### config.mk
export PLATFORM = sky130hd
export DESIGN_NAME = gwbv_top
export DESIGN_NICKNAME = d
export VERILOG_FILES = /design/src/rtl/gwbv_pkg.sv /design/src/rtl/gwbv_top.sv /design/src/rtl/gwbv_views.sv
export SDC_FILE = /design/constraint.sdc
export NUM_CORES = 1
export LEC_CHECK = 0
export CAP_MARGIN = 5
export CORE_UTILIZATION = 32
export CTS_CLUSTER_SIZE = 40
export DETAILED_ROUTE_END_ITERATION = 7
export DONT_BUFFER_PORTS = 1
export SLEW_MARGIN = 20
export SYNTH_ARGS = -nofsm -noshare
export SYNTH_HDL_FRONTEND = slang
export SYNTH_SLANG_ARGS = --single-unit
### constraint.sdc
create_clock -name pclk -period 1.75 [get_ports pclk]
set_input_delay 0.0875 -clock pclk [delete_from_list [all_inputs] [get_ports pclk]]
set_output_delay 0.0875 -clock pclk [all_outputs]
set_load 0.1 [all_outputs]
### src/rtl/gwbv_pkg.sv
// package: register map, reset values and bus carrier types for the scratch word views
`default_nettype none
package gwbv_pkg;
    // printed offsets are indices; byte address is four times the index
    localparam logic [3:0] gwbv_idx_full = 4'h5;
    localparam logic [3:0] gwbv_idx_low = 4'h6;
    localparam logic [3:0] gwbv_idx_swap = 4'h8;
    localparam logic [3:0] gwbv_idx_high = 4'h9;
    localparam logic [3:0] gwbv_idx_sext = 4'ha;
    localparam int gwbv_addr_w = 12;
    localparam logic [15:0] gwbv_word_rst = 16'h0000;
    localparam logic [31:0] gwbv_rdata_rst = 32'h0000_0000;
    localparam int gwbv_lo_lsb = 0;
    localparam int gwbv_hi_lsb = 8;

    typedef struct packed {
        logic psel;
        logic penable;
        logic pwrite;
        logic [gwbv_addr_w-1:0] paddr;
        logic [31:0] pwdata;
    } gwbv_apb_req_t;

    typedef struct packed {
        logic pready;
        logic pslverr;
        logic [31:0] prdata;
    } gwbv_apb_rsp_t;
endpackage : gwbv_pkg
`default_nettype wire

### src/rtl/gwbv_top.sv
// APB slave holding the 16-bit scratch word and its byte views
// What this block does
// - swapped view returns word with bytes exchanged
// - swapped view is read only
// - swapped and sign-extended views reset to zero
// - high view reads word bits 15 to 8
// - high view write updates upper byte only
// - high view resets to zero
// - sign view copies low byte, extends bit 7
// - sign view is read only
// - low view write updates lower byte only
// - word is 16 bits, reachable by bytes
`default_nettype none
module gwbv_top (
    // clock and reset
    input wire logic pclk,
    input wire logic presetn,
    // apb request
    input wire logic psel,
    input wire logic penable,
    input wire logic pwrite,
    input wire logic [11:0] paddr,
    input wire logic [31:0] pwdata,
    // apb response
    output logic [31:0] prdata,
    output logic pready,
    output logic pslverr
);
    // ----------------------------------------------------------------
    // request decode
    // ----------------------------------------------------------------
    gwbv_pkg::gwbv_apb_req_t req;
    gwbv_pkg::gwbv_apb_rsp_t rsp;
    logic [15:0] scratch_word_reg;
    logic pready_reg;
    logic pslverr_reg;
    logic [31:0] prdata_reg;
    logic [31:0] read_word;
    logic read_only;
    logic refuse;
    logic commit;
    logic wr_full;
    logic wr_low;
    logic wr_high;
    logic [15:0] swap_v;
    logic [7:0] high_v;
    logic [7:0] low_v;
    logic [15:0] sext_v;
    logic [3:0] idx;
    logic aligned;
    logic in_map;
    logic access;
    logic setup;

    assign req = '{psel: psel, penable: penable, pwrite: pwrite, paddr: paddr, pwdata: pwdata};
    assign idx = req.paddr[5:2];
    // only word-aligned addresses inside the first sixteen words are mapped
    assign aligned = (req.paddr[1:0] == 2'h0) && (req.paddr[11:6] == 6'h00);
    assign setup = req.psel && !req.penable;
    // answer comes one cycle after setup: pready rises in the access phase
    assign access = req.psel && req.penable && pready_reg;
    // a write lands only at the access edge and never in a refused word
    assign commit = access && req.pwrite && !refuse;

    // the two derived views have no write path of their own
    always_comb begin
        read_only = 1'b0;
        case (idx)
            gwbv_pkg::gwbv_idx_swap,
            gwbv_pkg::gwbv_idx_sext: begin
                read_only = 1'b1;
            end
            default: begin
                read_only = 1'b0;
            end
        endcase
    end

    // writes to read-only views or unmapped words are flagged, not stored
    always_comb begin
        refuse = 1'b0;
        if (!in_map) begin
            refuse = 1'b1;
        end else if (req.pwrite && read_only) begin
            refuse = 1'b1;
        end
    end

    always_comb begin
        in_map = 1'b0;
        case (idx)
            gwbv_pkg::gwbv_idx_full,
            gwbv_pkg::gwbv_idx_low,
            gwbv_pkg::gwbv_idx_swap,
            gwbv_pkg::gwbv_idx_high,
            gwbv_pkg::gwbv_idx_sext: begin
                in_map = aligned;
            end
            default: begin
                in_map = 1'b0;
            end
        endcase
    end

    // ----------------------------------------------------------------
    // views
    // ----------------------------------------------------------------
    gwbv_views u_views (
        .scratch_word(scratch_word_reg),
        .swapped_word_view(swap_v),
        .high_byte_view(high_v),
        .low_byte_view(low_v),
        .sign_extended_low_view(sext_v)
    );

    // ----------------------------------------------------------------
    // scratch word write path
    // ----------------------------------------------------------------
    // one decoded strobe per writable view
    always_comb begin
        wr_full = 1'b0;
        wr_low = 1'b0;
        wr_high = 1'b0;
        if (commit) begin
            case (idx)
                gwbv_pkg::gwbv_idx_full: begin
                    wr_full = 1'b1;
                end
                gwbv_pkg::gwbv_idx_low: begin
                    wr_low = 1'b1;
                end
                gwbv_pkg::gwbv_idx_high: begin
                    wr_high = 1'b1;
                end
                default: begin
                    // swapped and sign views never reach the word
                    wr_full = 1'b0;
                end
            endcase
        end
    end

    always_ff @(posedge pclk or negedge presetn) begin
        if (!presetn) begin
            scratch_word_reg <= gwbv_pkg::gwbv_word_rst;
        end else if (wr_full) begin
            scratch_word_reg <= req.pwdata[15:0];
        end else if (wr_low) begin
            scratch_word_reg[gwbv_pkg::gwbv_lo_lsb +: 8] <= req.pwdata[7:0];
        end else if (wr_high) begin
            scratch_word_reg[gwbv_pkg::gwbv_hi_lsb +: 8] <= req.pwdata[7:0];
        end
    end

    // ----------------------------------------------------------------
    // read data select
    // ----------------------------------------------------------------
    // bits above a view's width read as zero
    always_comb begin
        read_word = gwbv_pkg::gwbv_rdata_rst;
        case (idx)
            gwbv_pkg::gwbv_idx_full: begin
                read_word = {16'h0000, scratch_word_reg};
            end
            gwbv_pkg::gwbv_idx_low: begin
                read_word = {24'h000000, low_v};
            end
            gwbv_pkg::gwbv_idx_swap: begin
                read_word = {16'h0000, swap_v};
            end
            gwbv_pkg::gwbv_idx_high: begin
                read_word = {24'h000000, high_v};
            end
            gwbv_pkg::gwbv_idx_sext: begin
                read_word = {16'h0000, sext_v};
            end
            default: begin
                read_word = gwbv_pkg::gwbv_rdata_rst;
            end
        endcase
    end

    // ----------------------------------------------------------------
    // response
    // ----------------------------------------------------------------
    // ready is a one-cycle pulse after every setup, so no access waits
    always_ff @(posedge pclk or negedge presetn) begin
        if (!presetn) begin
            pready_reg <= 1'b0;
        end else begin
            pready_reg <= setup;
        end
    end

    // the error bit stands with pready only
    always_ff @(posedge pclk or negedge presetn) begin
        if (!presetn) begin
            pslverr_reg <= 1'b0;
        end else if (setup) begin
            pslverr_reg <= refuse;
        end else begin
            pslverr_reg <= 1'b0;
        end
    end

    // read data stands only with pready, so a stale word never leaks out
    always_ff @(posedge pclk or negedge presetn) begin
        if (!presetn) begin
            prdata_reg <= gwbv_pkg::gwbv_rdata_rst;
        end else if (setup && !req.pwrite && in_map) begin
            prdata_reg <= read_word;
        end else begin
            prdata_reg <= gwbv_pkg::gwbv_rdata_rst;
        end
    end

    // outputs come straight from the response flops
    assign rsp = '{
        pready: pready_reg,
        pslverr: pslverr_reg,
        prdata: prdata_reg
    };
    assign prdata = rsp.prdata;
    assign pready = rsp.pready;
    assign pslverr = rsp.pslverr;
endmodule : gwbv_top
`default_nettype wire

### src/rtl/gwbv_views.sv
// combinational byte views derived from the stored scratch word
`default_nettype none
module gwbv_views (
    // stored word
    input wire logic [15:0] scratch_word,
    // derived views
    output logic [15:0] swapped_word_view,
    output logic [7:0] high_byte_view,
    output logic [7:0] low_byte_view,
    output logic [15:0] sign_extended_low_view
);
    // no storage here, so every view follows the word without a cycle of lag
    assign swapped_word_view = {scratch_word[7:0], scratch_word[15:8]};
    assign high_byte_view = scratch_word[15:8];
    assign low_byte_view = scratch_word[7:0];
    assign sign_extended_low_view = {{8{scratch_word[7]}}, scratch_word[7:0]};
endmodule : gwbv_views
`default_nettype wire

==> run_results.csv <==
group,metric,value,unit
run_status,status,"finished clean",
layout,nNetsFinal,254,
critical_path,cp_slowest_cell,"dfrtp_4",
worst_hold_path,hold_start,"pwdata[4]",
clock_tree,cts_sinks,34,
power_and_ir_drop,power,1.81,mW
yosys,yosys.area_share.adder,0,%
yosys,synth_area_per_cell,11.1,µm²
clock_tree,ctsLongestPathBuffers,2,
placement,dp_slack,0.199,ns
grt,grt_max_degree,35,
yosys,synth.distinct_cells,36,
critical_path,worst_setup_path_end_kind,"flop",
critical_path,reg2reg_to,"scratch_word_reg[0]",
die,die_area,6050,µm²
placement,portBuffers,0,
worst_hold_path,holdPathStages,3,
yosys,synth_mux_area_share,6.54,%
die,ios,83,
sta,fmax,641,MHz
yosys,syn_area,1840,µm²
sta,period_share,89.1,%
critical_path,rr_startpoint,"pready",
clock_tree,root_buffer,"clkbuf_8",
critical_path,worstPathRequired,1.92,ns
layout,fin_cells,278,
critical_path,start_kind,"flop",
detailed_routing,ant_nets,0,
yosys,synth_ff_type,"dfrtp_1",
critical_path,worstPathMaxFanout,8,
yosys,async_reset_ff_share,100,%
detailed_routing,route.detailed.drc,0,
grt,grt-ovfl-total,0,
detailed_routing,met1_length,1770,µm
critical_path,r2r_slack,0.19,ns
placement,hpwlAfterDp,2850,µm
sta,finClkSkew,0.0109,ns
die,die_y,77.8,µm
clock_tree,cts_made_buffers,5,
clock_tree,postCtsSetupRepairBufs,0,
critical_path,worst-path-buf-inv,0,
detailed_routing,wl,4190,µm
die,die_x,77.8,µm
sta,setup_viol,0,
detailed_routing,drt_iter0_markers,60,
yosys,yosysWarnings,0,
detailed_routing,wl_met3,362,µm
yosys,synth_compound_area_share,20.4,%
layout,final_area,2320,µm²
layout,area_growth,26.1,%
clock_tree,htreeDepth,2,
layout,antennaDiodeCount,0,
yosys,synth-edff-count,0,
grt,grt_pass1_vias,1398,
critical_path,crit_type,"reg2reg",
yosys,synth_top_family_by_area,"compound AO/OA/AOI/OAI gates",
grt,grt_pass1_wl,7030,µm
grt,antenna_found_initial,0,
critical_path,slowest_delay,0.41,ns
detailed_routing,drt-pass1-iter-count,4,
job,cap_violations,0,
sta,finalCriticalPeriod,1.56,ns
clock_tree,clkTransAtPathRegs,0.08,ns
die,core,5510,µm²
placement,gp_congestion,0.755,
yosys,ys_seq_area_share,46.3,%
clock_tree,ctsResizeCount,0,
detailed_routing,wl_met2,2000,µm
power_and_ir_drop,leakagePower,1.08,nW
yosys,synth-seq-cells,34,
yosys,synth_xor_area_share,0.953,%
layout,final_layout_size_suffix_gt1_share,25.2,%
worst_hold_path,hold_path_class,"in2reg",
die,start_util,33.4,%
clock_tree,cts_tree,"built",
power_and_ir_drop,irDropWorstVdd,440,µV
grt,grt_usage,15.1,%
detailed_routing,vias_per_cell,5.00,
critical_path,worstPathArrival,1.73,ns
die,rows,27,
sta,fin_ws,0.190,ns
yosys,yosys.area_share.simple,14.4,%
critical_path,crit_family,"simple AND/OR/NAND/NOR gates",
sta,slew_viol_final,0,
worst_hold_path,min_to,"scratch_word_reg[12]",
yosys,synthCells,165,
clock_tree,worstSkewPairLatency,0.29,ns
detailed_routing,dr_total_vias,1389,
placement,place_inst,248,
placement,place_area,1970,µm²
critical_path,r2r_cells,4,
sta,rsz0062_at_grt,"false",
power_and_ir_drop,p_per_area,782,nW/µm²
detailed_routing,top_layer,"met4",
sta,final_hold_viol_count,0,
detailed_routing,routedWlPerCell,15.1,µm
critical_path,cp_cell_sequence,"and4_1 > and4_4 > nand3_4 > mux2_4",
-- layout by cell type, fill, tap and decap left out, types with 2 or more instances in the layout --
cell,synthesis,final
nor2_1,11,11
nand3_1,9,9
nand3_2,2,2
a2bb2oi_1,8,8
nor3b_1,2,2
inv_1,2,2
conb_1,1,16
dlygate4sd3_1,0,21
nor4_2,2,2
a22oi_1,16,16
dfrtp_1,34,33
clkinvlp_4,0,2
mux2_4,8,8
a21o_1,8,8
a21oi_1,7,7
clkbuf_8,0,5
buf_4,20,24
o21ai_0,8,8
and2_1,2,2
-- final cells by class --
class                      instances  area (µm²)
clock inverter                     3        45.0
timing repair buffer              46         410
clock buffer                       5        68.8
tap                               72        90.1
multi-input combinational        116         842
sequential                        34         855
inverter                           2        7.51
fill                             552        3190
-- cells in the mapped netlist (2+ instances only) --
master / count / share of area (%)
inv_1: 2 / 0.41
buf_4: 20 / 8.2
nor2_1: 11 / 2.2
a21o_1: 8 / 3.3
a2bb2oi_1: 8 / 3.8
buf_2: 4 / 1.1
a22oi_1: 16 / 6.5
mux2_4: 8 / 6.5
o21ai_0: 8 / 2.2
a21oi_1: 7 / 1.9
buf_6: 2 / 1.2
dfrtp_1: 34 / 46
nor4bb_1: 2 / 1.1
nand3_2: 2 / 1.1
and2_1: 2 / 0.68
nor3b_1: 2 / 0.82
nand3_1: 9 / 2.5
nor4_2: 2 / 1.4
-- kinds of logic (layout without fill, tap and decap cells) --
| group | after synthesis | after routing |
|---|---|---|
| and+or+nand+nor | 39 | 39 |
| muxes | 8 | 8 |
| buffers and inverters | 30 | 56 |
| DFF | 34 | 34 |
| other | 1 | 16 |
| AOI/OAI and AO/OA | 51 | 51 |
| xor gates and xnor gates | 2 | 2 |
-- per-stage QoR --
step	hold slack, ns	setup TNS (ns)	util, %
final	0.0842	0	42.1
after global routing	0.0821	0	42.1
after CTS	0.0796	0	42.1
after detailed placement	-0.207	0	35.9
after global placement	-0.207	0	35.9
after floorplan	-0.208	-0.238	-
-- worst register-to-register path, stage by stage (launching register included) --
cell and delay (ns):
dfrtp_4 0.41, and4_1 0.20, and4_4 0.28, nand3_4 0.20, mux2_4 0.35
-- worst max-delay path by stage --
| stage | startpoint | endpoint | slack, ns | depth (start not counted) |
|---|---|---|---|---|
| after global placement | pready | scratch_word_reg[6] | 0.20 | 4 |
| after global routing | pready | scratch_word_reg[1] | 0.13 | 4 |
| final | pready | scratch_word_reg[0] | 0.19 | 4 |
| after detailed placement | pready | scratch_word_reg[4] | 0.20 | 4 |
| after CTS | pready | scratch_word_reg[0] | 0.19 | 4 |
| after floorplan | pready | scratch_word_reg[0] | -0.03 | 5 |
-- where the power goes --
part	internal (mW)	switching, mW
Combinational	0.0740	0.229
Sequential	0.789	0.00126
Clock	0.423	0.297
-- layer usage --
| metal | GRT usage, % | up-vias |
|---|---|---|
| met5 | 0 | - |
| met4 | 5.85 | 0 |
| met3 | 4.59 | 6 |
| met2 | 23.9 | 61 |
| met1 | 19.3 | 674 |
| li1 | - | 648 |
-- timing repair --
item | CTS | global route
hold buffers | 22 | 0
endpoints found under the setup margin | 0 | 0
hold endpoints to repair | 52 | 0
No activity file was read; power rests on OpenSTA's default activity.
